[config.mk]
export PLATFORM = sky130hd
export DESIGN_NAME = crossing_detector
export DESIGN_NICKNAME = d
export VERILOG_FILES = /design/src/logic/zcd_pkg.sv /design/src/logic/reg_port_if.sv /design/src/logic/level_sync.sv /design/src/logic/axil_reg_slave.sv /design/src/logic/crossing_detector.sv
export SDC_FILE = /design/constraint.sdc
export NUM_CORES = 1
export LEC_CHECK = 0
export BUFFER_PORTS_ARGS = -buffer_cell sky130_fd_sc_hd__buf_2
export CAP_MARGIN = 20
export CORE_ASPECT_RATIO = 0.75
export CORE_MARGIN = 2
export CORE_UTILIZATION = 50
export DETAILED_ROUTE_END_ITERATION = 12
export MAX_ROUTING_LAYER = met4
export PLACE_DENSITY = 0.91
export SLEW_MARGIN = 5
export SYNTH_ARGS = -nofsm -noshare
export SYNTH_HDL_FRONTEND = slang
export SYNTH_HIERARCHICAL = 1
export SYNTH_SLANG_ARGS = --single-unit
[constraint.sdc]
create_clock -name clock -period 1.9 [get_ports clock]
set_input_delay 0.38 -clock clock [delete_from_list [all_inputs] [get_ports clock]]
set_output_delay 0.38 -clock clock [all_outputs]
set_load 0.05 [all_outputs]
[src/logic/zcd_pkg.sv]
// Constants shared by the crossing detector logic and its register port
package zcd_pkg;

   // ********************
   // Bus widths
   // ********************
   localparam int ADDR_W = 16;  // Byte address width on the bus
   localparam int BUS_W  = 32;  // Bus data width
   localparam int REG_W  = 8;   // Register width in the low lane

   // ********************
   // Register indices and byte addresses (index times four)
   // ********************
   localparam logic [ADDR_W-1:0] CTRL_IDX  = 16'h0f32;
   localparam logic [ADDR_W-1:0] FLAG_IDX  = 16'h0f33;
   localparam logic [ADDR_W-1:0] PDIS_IDX  = 16'h0f34;
   localparam logic [ADDR_W-1:0] CTRL_ADDR = {CTRL_IDX[13:0], 2'b00};
   localparam logic [ADDR_W-1:0] FLAG_ADDR = {FLAG_IDX[13:0], 2'b00};
   localparam logic [ADDR_W-1:0] PDIS_ADDR = {PDIS_IDX[13:0], 2'b00};

   // ********************
   // Field positions
   // ********************
   localparam int SOFT_EN_BIT = 7;  // Software enable
   localparam int OUT_BIT     = 5;  // Read-only logic output
   localparam int INVERT_BIT  = 4;  // Output polarity
   localparam int RISE_EN_BIT = 1;  // Rising edge flag enable
   localparam int FALL_EN_BIT = 0;  // Falling edge flag enable
   localparam int FLAG_BIT    = 0;  // Crossing flag, write 1 clears
   localparam int MDIS_BIT    = 0;  // Module disable bit

   // ********************
   // Reset values and bus answers
   // ********************
   localparam logic       CTRL_RST = 1'b0;  // All control fields
   localparam logic       FUSE_RST = 1'b1;  // Fuse before capture
   localparam logic [1:0] RESP_OKAY   = 2'b00;
   localparam logic [1:0] RESP_SLVERR = 2'b10;

endpackage

[src/logic/reg_port_if.sv]
// Internal register access port between bus slave and detector core
interface reg_port_if;
   import zcd_pkg::*;
   logic              wr_en;    // One-cycle register write strobe
   logic [ADDR_W-1:0] wr_addr;  // Write byte address
   logic [REG_W-1:0]  wr_data;  // Write data, low lane
   logic              wr_hit;   // Write address is mapped
   logic [ADDR_W-1:0] rd_addr;  // Read byte address
   logic [REG_W-1:0]  rd_data;  // Read data, low lane
   logic              rd_hit;   // Read address is mapped

   // Bus side drives addresses and strobe
   modport bus  (output wr_en, wr_addr, wr_data, rd_addr,
                 input  wr_hit, rd_data, rd_hit);
   // Core side decodes and answers
   modport core (input  wr_en, wr_addr, wr_data, rd_addr,
                 output wr_hit, rd_data, rd_hit);
endinterface

[src/logic/level_sync.sv]
// Three-stage synchroniser with agreement filter for a pin level
module level_sync
   import zcd_pkg::*;
(
   input  wire logic clock,
   input  wire logic rst_n,
   input  wire logic async_in,
   output logic      level_out
);

   logic [2:0] stage_reg;   // Synchroniser chain
   logic [2:0] stage_next;
   logic       level_reg;   // Accepted level
   logic       level_next;

   // ********************
   // Next state: accept a change once stages two and three agree
   // ********************
   always_comb begin
      stage_next = {stage_reg[1:0], async_in};
      level_next = level_reg;
      if (stage_reg[1] == stage_reg[2]) begin
         level_next = stage_reg[2];
      end
   end

   // Registers only
   always_ff @(posedge clock) begin
      if (!rst_n) begin
         stage_reg <= 3'h0;
         level_reg <= 1'b0;
      end else begin
         stage_reg <= stage_next;
         level_reg <= level_next;
      end
   end

   assign level_out = level_reg;

endmodule

[src/logic/axil_reg_slave.sv]
// AXI4-Lite slave that turns bus transfers into register port accesses
module axil_reg_slave
   import zcd_pkg::*;
(
   input  wire logic              clock,
   input  wire logic              rst_n,
   input  wire logic [ADDR_W-1:0] awaddr,
   input  wire logic              awvalid,
   output logic                   awready,
   input  wire logic [BUS_W-1:0]  wdata,
   input  wire logic [3:0]        wstrb,
   input  wire logic              wvalid,
   output logic                   wready,
   output logic [1:0]             bresp,
   output logic                   bvalid,
   input  wire logic              bready,
   input  wire logic [ADDR_W-1:0] araddr,
   input  wire logic              arvalid,
   output logic                   arready,
   output logic [BUS_W-1:0]       rdata,
   output logic [1:0]             rresp,
   output logic                   rvalid,
   input  wire logic              rready,
   reg_port_if.bus                port
);

   logic              awr_reg, awr_next;    // Write address ready
   logic              wr_reg, wr_next;      // Write data ready
   logic              awh_reg, awh_next;    // Write address held
   logic              wh_reg, wh_next;      // Write data held
   logic [ADDR_W-1:0] wa_reg, wa_next;      // Held write address
   logic [REG_W-1:0]  wd_reg, wd_next;      // Held write data
   logic              ws_reg, ws_next;      // Held low lane strobe
   logic              bv_reg, bv_next;      // Write response valid
   logic [1:0]        br_reg, br_next;      // Write response code
   logic              arr_reg, arr_next;    // Read address ready
   logic              arh_reg, arh_next;    // Read address held
   logic [ADDR_W-1:0] ra_reg, ra_next;      // Held read address
   logic              rv_reg, rv_next;      // Read data valid
   logic [REG_W-1:0]  rd_reg, rd_next;      // Read data
   logic [1:0]        rr_reg, rr_next;      // Read response code
   logic              wr_go;                // Both halves held

   assign wr_go = awh_reg && wh_reg && !bv_reg;

   // ************************************************************
   // Write channel: address and data in either order
   // ************************************************************
   always_comb begin
      awr_next = awr_reg;
      wr_next  = wr_reg;
      awh_next = awh_reg;
      wh_next  = wh_reg;
      wa_next  = wa_reg;
      wd_next  = wd_reg;
      ws_next  = ws_reg;
      bv_next  = bv_reg;
      br_next  = br_reg;
      if (awvalid && awr_reg) begin
         awh_next = 1'b1;
         awr_next = 1'b0;
         wa_next  = awaddr;
      end
      if (wvalid && wr_reg) begin
         wh_next = 1'b1;
         wr_next = 1'b0;
         wd_next = wdata[REG_W-1:0];
         ws_next = wstrb[0];
      end
      if (wr_go) begin
         // Register written in this cycle, answer next
         bv_next  = 1'b1;
         br_next  = port.wr_hit ? RESP_OKAY : RESP_SLVERR;
         awh_next = 1'b0;
         wh_next  = 1'b0;
      end
      if (bv_reg && bready) begin
         bv_next  = 1'b0;
         awr_next = 1'b1;
         wr_next  = 1'b1;
      end
   end

   // ************************************************************
   // Read channel: one read at a time, data two cycles after taking
   // ************************************************************
   always_comb begin
      arr_next = arr_reg;
      arh_next = arh_reg;
      ra_next  = ra_reg;
      rv_next  = rv_reg;
      rd_next  = rd_reg;
      rr_next  = rr_reg;
      if (arvalid && arr_reg) begin
         arh_next = 1'b1;
         arr_next = 1'b0;
         ra_next  = araddr;
      end
      if (arh_reg) begin
         arh_next = 1'b0;
         rv_next  = 1'b1;
         rd_next  = port.rd_data;
         rr_next  = port.rd_hit ? RESP_OKAY : RESP_SLVERR;
      end
      if (rv_reg && rready) begin
         rv_next  = 1'b0;
         arr_next = 1'b1;
      end
   end

   // Registers only
   always_ff @(posedge clock) begin
      if (!rst_n) begin
         awr_reg <= 1'b1;
         wr_reg  <= 1'b1;
         awh_reg <= 1'b0;
         wh_reg  <= 1'b0;
         wa_reg  <= '0;
         wd_reg  <= '0;
         ws_reg  <= 1'b0;
         bv_reg  <= 1'b0;
         br_reg  <= RESP_OKAY;
         arr_reg <= 1'b1;
         arh_reg <= 1'b0;
         ra_reg  <= '0;
         rv_reg  <= 1'b0;
         rd_reg  <= '0;
         rr_reg  <= RESP_OKAY;
      end else begin
         awr_reg <= awr_next;
         wr_reg  <= wr_next;
         awh_reg <= awh_next;
         wh_reg  <= wh_next;
         wa_reg  <= wa_next;
         wd_reg  <= wd_next;
         ws_reg  <= ws_next;
         bv_reg  <= bv_next;
         br_reg  <= br_next;
         arr_reg <= arr_next;
         arh_reg <= arh_next;
         ra_reg  <= ra_next;
         rv_reg  <= rv_next;
         rd_reg  <= rd_next;
         rr_reg  <= rr_next;
      end
   end

   // Register port and bus outputs
   assign port.wr_en   = wr_go && ws_reg;
   assign port.wr_addr = wa_reg;
   assign port.wr_data = wd_reg;
   assign port.rd_addr = ra_reg;
   assign awready = awr_reg;
   assign wready  = wr_reg;
   assign bvalid  = bv_reg;
   assign bresp   = br_reg;
   assign arready = arr_reg;
   assign rvalid  = rv_reg;
   assign rresp   = rr_reg;
   assign rdata   = {{(BUS_W-REG_W){1'b0}}, rd_reg};

endmodule

[src/logic/crossing_detector.sv]
// Crossing detector control, status and edge flag logic with bus port
// What this block does
// - Detector and edge flags run during sleep
// - Fuse zero: detector active from the second clock after reset release
// - Fuse zero: always enabled, soft enable ignored
// - Fuse one, enable set: drive source/sink
// - Fuse one, enable clear: normal pin control
// - Module disable bit can switch detector off
// - Bit 5 shows sinking, per polarity
// - Bit 4 inverts output; edges follow it
// - Rising enable sets flag on rising output
// - Falling enable sets flag on falling output
// - Control fields reset to zero, enable bit 7
// - Edge during flag clear leaves flag set
// - Polarity change raises flag, any enable
//
// Added by the designer: the AXI4-Lite register port.
module crossing_detector
   import zcd_pkg::*;
(
   input  wire logic              clock,
   input  wire logic              rst_n,
   // AXI4-Lite register bus
   input  wire logic [ADDR_W-1:0] s_axi_awaddr,
   input  wire logic              s_axi_awvalid,
   output logic                   s_axi_awready,
   input  wire logic [BUS_W-1:0]  s_axi_wdata,
   input  wire logic [3:0]        s_axi_wstrb,
   input  wire logic              s_axi_wvalid,
   output logic                   s_axi_wready,
   output logic [1:0]             s_axi_bresp,
   output logic                   s_axi_bvalid,
   input  wire logic              s_axi_bready,
   input  wire logic [ADDR_W-1:0] s_axi_araddr,
   input  wire logic              s_axi_arvalid,
   output logic                   s_axi_arready,
   output logic [BUS_W-1:0]       s_axi_rdata,
   output logic [1:0]             s_axi_rresp,
   output logic                   s_axi_rvalid,
   input  wire logic              s_axi_rready,
   // Analogue and configuration side
   input  wire logic              comp_sinking,
   input  wire logic              config_fuse_n,
   output logic                   pin_source_sink_en,
   output logic                   crossing_logic_out,
   output logic                   crossing_irq_flag
);

   // ********************
   // Declarations
   // ********************
   reg_port_if port ();                 // Slave to core access port

   logic sink_level;                    // Filtered comparator state
   logic fuse_reg, fuse_next;           // Captured fuse level
   logic fuse_seen_reg, fuse_seen_next; // Fuse has been captured
   logic soft_en_reg, soft_en_next;     // Software enable
   logic invert_reg, invert_next;       // Output polarity
   logic rise_en_reg, rise_en_next;     // Rising edge enable
   logic fall_en_reg, fall_en_next;     // Falling edge enable
   logic mdis_reg, mdis_next;           // Module disable bit
   logic flag_reg, flag_next;           // Crossing flag
   logic out_reg, out_next;             // Polarity adjusted output
   logic act_reg, act_next;             // Detector active
   logic active;                        // Enable decision
   logic raw_out;                       // Gated, adjusted output
   logic rise_evt;                      // Enabled rising edge
   logic fall_evt;                      // Enabled falling edge
   logic inv_evt;                       // Polarity was rewritten
   logic flag_set;                      // Any flag setting event
   logic flag_clr;                      // Software clear request
   logic wr_ctrl;                       // Write to control register
   logic wr_flag;                       // Write to flag register
   logic wr_pdis;                       // Write to disable register

   // ********************
   // Bus slave and comparator synchroniser
   // ********************
   axil_reg_slave u_slave (
      .clock   (clock),
      .rst_n   (rst_n),
      .awaddr  (s_axi_awaddr),
      .awvalid (s_axi_awvalid),
      .awready (s_axi_awready),
      .wdata   (s_axi_wdata),
      .wstrb   (s_axi_wstrb),
      .wvalid  (s_axi_wvalid),
      .wready  (s_axi_wready),
      .bresp   (s_axi_bresp),
      .bvalid  (s_axi_bvalid),
      .bready  (s_axi_bready),
      .araddr  (s_axi_araddr),
      .arvalid (s_axi_arvalid),
      .arready (s_axi_arready),
      .rdata   (s_axi_rdata),
      .rresp   (s_axi_rresp),
      .rvalid  (s_axi_rvalid),
      .rready  (s_axi_rready),
      .port    (port)
   );

   // Comparator is asynchronous to the clock
   level_sync u_sync (
      .clock     (clock),
      .rst_n     (rst_n),
      .async_in  (comp_sinking),
      .level_out (sink_level)
   );

   // ********************
   // Address decode
   // ********************
   assign wr_ctrl = port.wr_en && (port.wr_addr == CTRL_ADDR);
   assign wr_flag = port.wr_en && (port.wr_addr == FLAG_ADDR);
   assign wr_pdis = port.wr_en && (port.wr_addr == PDIS_ADDR);

   // Mapped write addresses answer okay
   assign port.wr_hit = (port.wr_addr == CTRL_ADDR) ||
                        (port.wr_addr == FLAG_ADDR) ||
                        (port.wr_addr == PDIS_ADDR);

   // Read mux, unused bits read zero
   always_comb begin
      port.rd_data = '0;
      port.rd_hit  = 1'b1;
      unique case (port.rd_addr)
         CTRL_ADDR: begin
            port.rd_data[SOFT_EN_BIT] = soft_en_reg;
            port.rd_data[OUT_BIT]     = out_reg;
            port.rd_data[INVERT_BIT]  = invert_reg;
            port.rd_data[RISE_EN_BIT] = rise_en_reg;
            port.rd_data[FALL_EN_BIT] = fall_en_reg;
         end
         FLAG_ADDR: begin
            port.rd_data[FLAG_BIT] = flag_reg;
         end
         PDIS_ADDR: begin
            port.rd_data[MDIS_BIT] = mdis_reg;
         end
         default: begin
            port.rd_hit = 1'b0;                      // Unmapped
         end
      endcase
   end

   // ********************
   // Fuse capture, once after reset release
   // ********************
   always_comb begin
      fuse_next      = fuse_reg;
      fuse_seen_next = 1'b1;
      if (!fuse_seen_reg) begin
         fuse_next = config_fuse_n;
      end
   end

   // ********************
   // Software writable control and disable fields
   // ********************
   always_comb begin
      soft_en_next = soft_en_reg;
      invert_next  = invert_reg;
      rise_en_next = rise_en_reg;
      fall_en_next = fall_en_reg;
      mdis_next    = mdis_reg;
      if (wr_ctrl) begin
         soft_en_next = port.wr_data[SOFT_EN_BIT];
         invert_next  = port.wr_data[INVERT_BIT];
         rise_en_next = port.wr_data[RISE_EN_BIT];
         fall_en_next = port.wr_data[FALL_EN_BIT];
      end
      if (wr_pdis) begin
         mdis_next = port.wr_data[MDIS_BIT];
      end
   end

   // ********************
   // Enable decision
   // ********************
   always_comb begin
      if (!fuse_reg) begin
         // Fuse clear: always on, enable and disable ignored
         active = 1'b1;
      end else begin
         // Fuse set: software enable, unless module disabled
         active = soft_en_reg && !mdis_reg;
      end
   end

   // ********************
   // Logic output and edge events
   // ********************
   // Inactive detector presents a low sink level
   assign raw_out  = (active && sink_level) ^ invert_next;
   assign rise_evt = rise_en_reg && raw_out && !out_reg;
   assign fall_evt = fall_en_reg && !raw_out && out_reg;
   assign inv_evt  = wr_ctrl && (invert_next != invert_reg);
   assign flag_set = rise_evt || fall_evt || inv_evt;
   assign flag_clr = wr_flag && port.wr_data[FLAG_BIT];

   // Output, pin drive and flag next values
   always_comb begin
      out_next  = raw_out;
      // Enable low returns the pin to normal control
      act_next  = active;
      // Set beats a clear in the same cycle
      flag_next = flag_set || (flag_reg && !flag_clr);
   end

   // ********************
   // Registers; no sleep gating, so edges keep flagging
   // ********************
   always_ff @(posedge clock) begin
      if (!rst_n) begin
         fuse_reg      <= FUSE_RST;
         fuse_seen_reg <= 1'b0;
         soft_en_reg   <= CTRL_RST;
         invert_reg    <= CTRL_RST;
         rise_en_reg   <= CTRL_RST;
         fall_en_reg   <= CTRL_RST;
         mdis_reg      <= CTRL_RST;
         flag_reg      <= 1'b0;
         out_reg       <= 1'b0;
         act_reg       <= 1'b0;
      end else begin
         fuse_reg      <= fuse_next;
         fuse_seen_reg <= fuse_seen_next;
         soft_en_reg   <= soft_en_next;
         invert_reg    <= invert_next;
         rise_en_reg   <= rise_en_next;
         fall_en_reg   <= fall_en_next;
         mdis_reg      <= mdis_next;
         flag_reg      <= flag_next;
         out_reg       <= out_next;
         act_reg       <= act_next;
      end
   end

   // ********************
   // Outputs straight from flip-flops
   // ********************
   assign pin_source_sink_en = act_reg;
   assign crossing_logic_out = out_reg;
   assign crossing_irq_flag  = flag_reg;

endmodule

# Yosys cells after proc, flatten, opt, wreduce, memory -nomap -nowiden
# Index checks and enable logic that the tools add are counted.
# word_totals
regBits	72
in_bits	77
output_inout_bits	44
word_cells	83
# op_classes
eq_ne	8
n_mux	11
n_bitwise	2
n_reduce_logical	35
# op_table
cell	count
$eq A16 B14 Y1 const B	6
$logic_and A1 B1 Y1	20
$reduce_or A2 Y1	4
$mux W1	7
$mux W2	3
$logic_not A1 Y1	5
$logic_or A1 B1 Y1	5
$pmux W1 S3	1
$reduce_or A3 Y1	1
$eq A1 B1 Y1	1
$ne A1 B1 Y1	1
$not A1 Y1	1
$xor A1 B1 Y1	1

# Depth between registers and ports, before layout
# Gate-level depths: netlist of the first run.
# depth
word_depth	12
depth_mapped	7
mapped_depth_nobuf	7

# Modules after synthesis
# Netlist of the first run, hierarchy kept.
# by_module_without_submodules
module	n_inst	cells_per_inst	area_per_inst_um2	seq_area_each_um2
axil_reg_slave	1	272	2685.1	1181.1
crossing_detector	1	85	666.9	200.2
level_sync	1	10	116.4	80.1

# Worst setup path after synthesis of the first run
# OpenSTA, ideal clock, no wires.
# synth_timing
path_kind	reg-to-reg
startpoint	register u_slave.bv_reg, in the netlist u_slave/bvalid
endpoint	register flag_reg, in the netlist crossing_irq_flag
setup_ns	0.122
arrival_ns	1.740
required_ns	1.778
setup_slack_ns	0.038
stages_incl_launch_ff	7
path_buffers	0
period_less_slack_ns	1.862
path_cell_list	dfxtp_1 nand3b_1 nor2_1 and2_1 nand4_4 and2_1 a221o_1
# synth_via
elab_chain_len	12
word_cells_on_any_way	20
cone_classes	1 x eq/ne; 1 x mux; 1 x bitwise; 17 x reduce/logical
# synth_rtl
item	line	rtl
start: declaration	axil_reg_slave.sv:34	logic bv_reg, bv_next;
start signal: assignment	axil_reg_slave.sv:137	bv_reg <= bv_next;
$logic_not A1 Y1 *	axil_reg_slave.sv:44	assign wr_go = awh_reg && wh_reg && !bv_reg;
$logic_and A1 B1 Y1 *	axil_reg_slave.sv:44	
$logic_and A1 B1 Y1 *	axil_reg_slave.sv:149	assign port.wr_en = wr_go && ws_reg;
named net port.wr_en	reg_port_if.sv:4	logic wr_en;
$logic_and A1 B1 Y1	crossing_detector.sv:113	assign wr_ctrl = port.wr_en && (port.wr_addr == CTRL_ADDR);
$mux W1	crossing_detector.sv:166	if (wr_ctrl) begin
$xor A1 B1 Y1	crossing_detector.sv:194	assign raw_out = (active && sink_level) ^ invert_next;
$logic_not A1 Y1	crossing_detector.sv:196	assign fall_evt = fall_en_reg && !raw_out && out_reg;
$logic_and A1 B1 Y1 (2 in a row)	crossing_detector.sv:196	
$logic_or A1 B1 Y1 (2 in a row)	crossing_detector.sv:198	assign flag_set = rise_evt || fall_evt || inv_evt;
$logic_or A1 B1 Y1 *	crossing_detector.sv:207	flag_next = flag_set || (flag_reg && !flag_clr);
end signal: assignment	crossing_detector.sv:233	flag_reg <= flag_next;
end: declaration	crossing_detector.sv:62	logic flag_reg, flag_next;
# Mark *: on every way through the listed nets, which the timed path passes. The rest lies on a longest branch.
# A chain may end at the register's enable or synchronous reset.

# Worst setup path in the final report of the first run
# Same ends and word-level chain as after synthesis.

==> reports/qor.yml, run 1 <==
run_status:
  status: "finished, final reports clean"
worst_hold_path:
  min-delay-start: "comp_sinking"
  hp-class: "input pin to flop"
  min_delay_path_depth: 2
  hold_end: "u_sync/stage_reg[0]"
sta:
  maxSlewViolCount: 0
  hold-worst-slack_ns: 0.247
  finalClockSkew_ns: 0.00761
  max_freq_mhz: 564
  rsz0062_at_grt: "no"
  finalSetupViolations: 0
  fin_crit_sh: 0.934
  fin_setup_tns_ns: 0
  worst_slew_pin_slew_ns: 0.608
  post-route-min-period_ns: 1.77
  slew_headroom: 0.594
  hold_viol: 0
setup_path:
  crit_type: "flop to flop"
  reg2reg_slack_ns: 0.13
  critPathBufInv: 0
  reg2reg_from: "u_slave/bvalid"
  critical_path_arrival_ns: 2.01
  cp_slowest_cell: "a221o_1"
  cp_max_fo: 4
  reg2regPathDepth: 6
  critPathTopFamily: "compound AO/OA/AOI/OAI gates"
  reg2reg_to: "crossing_irq_flag"
  required_ns: 2.13
  path_cells: "nand3b_1 -> nor2_1 -> nand2_1 -> o31ai_1 -> o311ai_1 -> a221o_1"
  cp_slowest_stage_delay_ns: 0.37
  setup.worst_path.start: "u_slave/bvalid"
  crit_path_end_kind: "flop"
  start_kind: "flop"
clock_network:
  postCtsSetupRepairBufs: 0
  tritoncts: "done"
  htree_levels: 3
  clk_pin_slew_worst_paths_ns: 0.07
  insertion_delay_ns: 0.35
  cts_buffers: 9
  clockBufferDepth: 2
  cts_sinks: 69
  cts_root_buf: "clkbuf_8"
  postCtsHoldBufs: 0
grt:
  grt-ovfl-total: 0
  grt_max_degree: 36
  antenna_found_initial: 0
  grt.total_usage: 0.188
  grt_pass1_wl_mm: 10.4
  grt_pass1_vias: 2225
routing:
  viasPerCell: 4.99
  wl_per_cell_um: 12.9
  drtIter0Drc: 132
  dr_total_vias: 2470
  drtPass1Iterations: 4
  drc: 0
  detail-route-antenna-nets: 0
  wirelength_mm: 6.39
final_layout:
  register_area_sq_um: 1380
  final_core_util: 0.588
  drive_gt1_frac: 0.237
  area_growth_pct: 13.0
  nets: 486
  diodes: 0
  multiInputGateArea_sq_um: 1650
  fillCellCount: 580
  stdcell_count: 495
power_and_ir_drop:
  powerDensity_nw_per_um2: 857
  leakage_nw: 1.66
  power.total_mw: 3.20
  peakVddDrop_uv: 404
logic_synthesis:
  syn_area_sq_um: 3300
  synth_cells: 351
  yosys_warnings: 6
  syn_avg_cell_area_sq_um: 9.41
floorplanning:
  core_area_sq_um: 6350
  start_util: 0.520
  row_count: 25
  die_h_um: 74.4
  die_area_sq_um: 7280
  die_width_um: 97.9
  io_pins: 121
job:
  maxCapViolCount: 0
place:
  post-place-cells: 479
  port_buffers: 63
  place.gp.congestion: 0.836
  dp_hpwl_mm: 4.50
power breakdown:
part	switching [mW]	total (mW)	leakage [nW]	internal, mW
clock network	0.556	1.19	0.0943	0.636
registers	0.0519	1.57	0.565	1.52
logic	0.289	0.440	1.00	0.150
total	0.897	3.20	1.66	2.30
placed cells by master (no fill, tap or decap), drive strengths merged, types with 5 or more instances in the layout:
cell type	count
nor2b	9
inv	9
o21ai	5
dfxtp	69
o21a	38
mux2i	12
nand2	9
conb	29
clkbuf	10
and2	7
a21boi	42
nor2	16
a21oi	11
and3	38
buf	69
area by class of cell:
| type | count | area share |
|---|---|---|
| Timing Repair Buffer | 69 | 0.0966 |
| Clock inverter | 6 | 0.0168 |
| Tap cell | 81 | 0.0272 |
| Clock buffer | 10 | 0.0369 |
| Inverter | 9 | 0.00905 |
| Multi-Input combinational cell | 251 | 0.443 |
| Sequential cell | 69 | 0.370 |
per-stage QoR:
step                setup slack (ns)  instance area [sq um]
CTS                           0.0390                   3720
global route                 0.00687                   3730
global placement               0.105                   3520
floorplan                     0.0377                   3400
finish                         0.126                   3730
detailed placement            0.0588                   3520
repair_timing:
item / 4_1_cts / 5_1_grt
endpoints found under the setup margin: 0 / 4
resized for setup: 0 / 2
hold endpoints to repair: 0 / 0
worst max path at each step:
stage | end | slack [ns] | cells after the start
floorplan | crossing_irq_flag | 0.04 | 6
global placement | u_slave/rd_reg[5] | 0.11 | 7
detailed placement | u_slave/rd_reg[5] | 0.06 | 7
CTS | u_slave/rd_reg[5] | 0.04 | 7
global route | crossing_irq_flag | 0.007 | 6
finish | crossing_irq_flag | 0.13 | 6
metal layers:
metal / routed length (um) / share of wire / track usage
met1: 3090 / 0.48 / 0.234
met2: 2950 / 0.46 / 0.283
met3: 315 / 0.049 / 0.0658
met4: 25 / 0.0039 / 0.0694
met5: 0 / 0 / -
Power figures use the tool's default switching activity.
==> run 2, diff against run 1 <==
--- a/config.mk
+++ b/config.mk
@@ -5,14 +5,15 @@
 export SDC_FILE = /design/constraint.sdc
 export NUM_CORES = 1
 export LEC_CHECK = 0
-export BUFFER_PORTS_ARGS = -buffer_cell sky130_fd_sc_hd__buf_2
 export CAP_MARGIN = 20
 export CORE_ASPECT_RATIO = 0.75
 export CORE_MARGIN = 2
-export CORE_UTILIZATION = 50
+export CORE_UTILIZATION = 60
 export DETAILED_ROUTE_END_ITERATION = 12
+export DONT_BUFFER_PORTS = 1
 export MAX_ROUTING_LAYER = met4
-export PLACE_DENSITY = 0.91
+export PLACE_DENSITY = 0.87
+export SKIP_LAST_GASP = 1
 export SLEW_MARGIN = 5
 export SYNTH_ARGS = -nofsm -noshare
 export SYNTH_HDL_FRONTEND = slang
==> run 2 against run 1 <==
  * Register-to-register slack improved by 0.04 ns
  * Fmax up 2.1%
  * Final cell count decreased by 14%
  * Sequential power about the same
  * Flip-flop and latch count unchanged
  * Worst setup slack better by 0.036 ns
  * Clock-buffer cell count down 1
  * Design area down 8.1%
  * Via count decreased by 7.4%
  * Global-route usage is 2.0 points higher
  * Critical path type unchanged
  * Largest cell class unchanged
==> reports/qor.yml, run 2 (same netlist as run 1, synthesis figures left out) <==
run_status:
  status: "finished, final reports clean"
floorplanning:
  row_count: 23
  core_area_sq_um: 5320
  die_width_um: 89.7
  start_util: 0.620
  die_area_sq_um: 6120
  io_pins: 121
  die_h_um: 68.3
power_and_ir_drop:
  leakage_nw: 1.41
  peakVddDrop_uv: 567
  powerDensity_nw_per_um2: 931
sta:
  worst_slew_pin_slew_ns: 0.772
  hold_viol: 0
  fin_crit_sh: 0.915
  rsz0062_at_grt: "no"
  finalClockSkew_ns: 0.00694
  max_freq_mhz: 575
  fin_setup_tns_ns: 0
  maxSlewViolCount: 0
  slew_headroom: 0.484
  finalSetupViolations: 0
  post-route-min-period_ns: 1.74
  hold-worst-slack_ns: 0.0547
final_layout:
  final_common_cell: "dfxtp_1"
  design_area_sq_um: 3430
  final_cell_mix: "dfxtp_1 (69), o21a_1 (38), and3_1 (34), a21boi_0 (31), conb_1 (29)"
  area_growth_pct: 3.79
  nets: 423
  final_core_util: 0.644
  drive_gt1_frac: 0.103
  fillCellCount: 454
  diodes: 0
routing:
  drc: 0
  detail-route-antenna-nets: 0
  drtIter0Drc: 85
  drtPass1Iterations: 4
  wl_per_cell_um: 14.0
  viasPerCell: 5.37
  wirelength_mm: 5.95
  dr_total_vias: 2286
clock_network:
  cts_root_buf: "clkbuf_8"
  clk_pin_slew_worst_paths_ns: 0.07
  cts_buffers: 9
  cts_sinks: 69
  postCtsHoldBufs: 0
  clockBufferDepth: 2
  tritoncts: "done"
  insertion_delay_ns: 0.35
  htree_levels: 3
worst_hold_path:
  hold_end: "fuse_seen_reg"
  min-delay-start: "rst_n"
  min_delay_path_depth: 0
  hp-class: "input pin to flop"
grt:
  grt_pass1_vias: 1942
  grt.total_usage: 0.208
  grt_pass1_wl_mm: 9.23
  grt-ovfl-total: 0
  grt_max_degree: 64
  antenna_found_initial: 0
setup_path:
  reg2reg_from: "u_slave/bvalid"
  cp_max_fo: 4
  start_kind: "flop"
  required_ns: 2.14
  reg2reg_to: "crossing_irq_flag"
  critical_path_arrival_ns: 1.98
  reg2reg_slack_ns: 0.16
  crit_type: "flop to flop"
  crit_path_end_kind: "flop"
  reg2regPathDepth: 6
job:
  maxCapViolCount: 0
place:
  place_area_sq_um: 3200
  place.gp.congestion: 0.767
  dp_hpwl_mm: 4.05
  port_buffers: 0
run 2: cell types whose count changed in the layout (fill, tap and decap cells not counted):
cell	previous run	this run
clkinv_2	2	3
nor4_1	2	1
nor4_2	0	1
bufinv_16	1	2
clkinvlp_4	3	2
clkbuf_8	10	9
buf_2	63	0
run 2: layout make-up:
type,count,area (sq um),share of cell area
Clock buffer,9,124,0.0361
Clock inverter,7,90.1,0.0263
Inverter,9,33.8,0.00985
Multi-Input combinational cell,251,1660,0.484
Sequential cell,69,1380,0.403
Tap cell,75,93.8,0.0274
Timing Repair Buffer,6,45.0,0.0131
run 2: where the power goes:
part	internal, mW	switching, mW	total, mW
clock	0.730	0.545	1.28
sequential	1.52	0.0877	1.60
combinational	0.110	0.204	0.314
total	2.36	0.837	3.19
run 2: repair_timing:
| item | CTS | global route |
|---|---|---|
| buffers inserted | 0 | 0 |
| gates resized for setup | 0 | 3 |
| setup endpoints to repair | 0 | 4 |
run 2: worst max-delay path, cell delays in order (launching register included):
cell	delay, ns
dfxtp_1	0.31
nand3b_1	0.16
nor2_1	0.21
nand2_1	0.14
o31ai_1	0.30
o311ai_1	0.15
a221o_1	0.35
run 2: how the worst max path moves through the flow:
| stage | cells after the start | from | slack (ns) | endpoint |
|---|---|---|---|---|
| after floorplan | 6 | u_slave/bvalid | 0.04 | crossing_irq_flag |
| after detailed placement | 7 | u_slave/port.rd_addr[1] | 0.06 | u_slave/rd_reg[5] |
| after global routing | 6 | u_slave/bvalid | 0.05 | crossing_irq_flag |
| after global placement | 7 | u_slave/port.rd_addr[1] | 0.11 | u_slave/rd_reg[4] |
| final | 6 | u_slave/bvalid | 0.16 | crossing_irq_flag |
| after CTS | 7 | u_slave/port.rd_addr[1] | 0.05 | u_slave/rd_reg[5] |
run 2: routing by layer:
layer	vias up	wire, um	GRT usage
li1	1164	-	-
met1	1053	2900	0.271
met3	7	337	0.0760
met4	0	51	0.0840
met5	-	0	-
met2	62	2650	0.291
run 2: stage by stage:
step | power [mW] | setup WS, ns | cells
global route | 3.32 | 0.0483 | 426
detailed placement | 1.95 | 0.0625 | 410
floorplan | 1.99 | 0.0377 | 378
CTS | 3.22 | 0.0538 | 426
global placement | 1.94 | 0.110 | 410
finish | 3.19 | 0.161 | 426
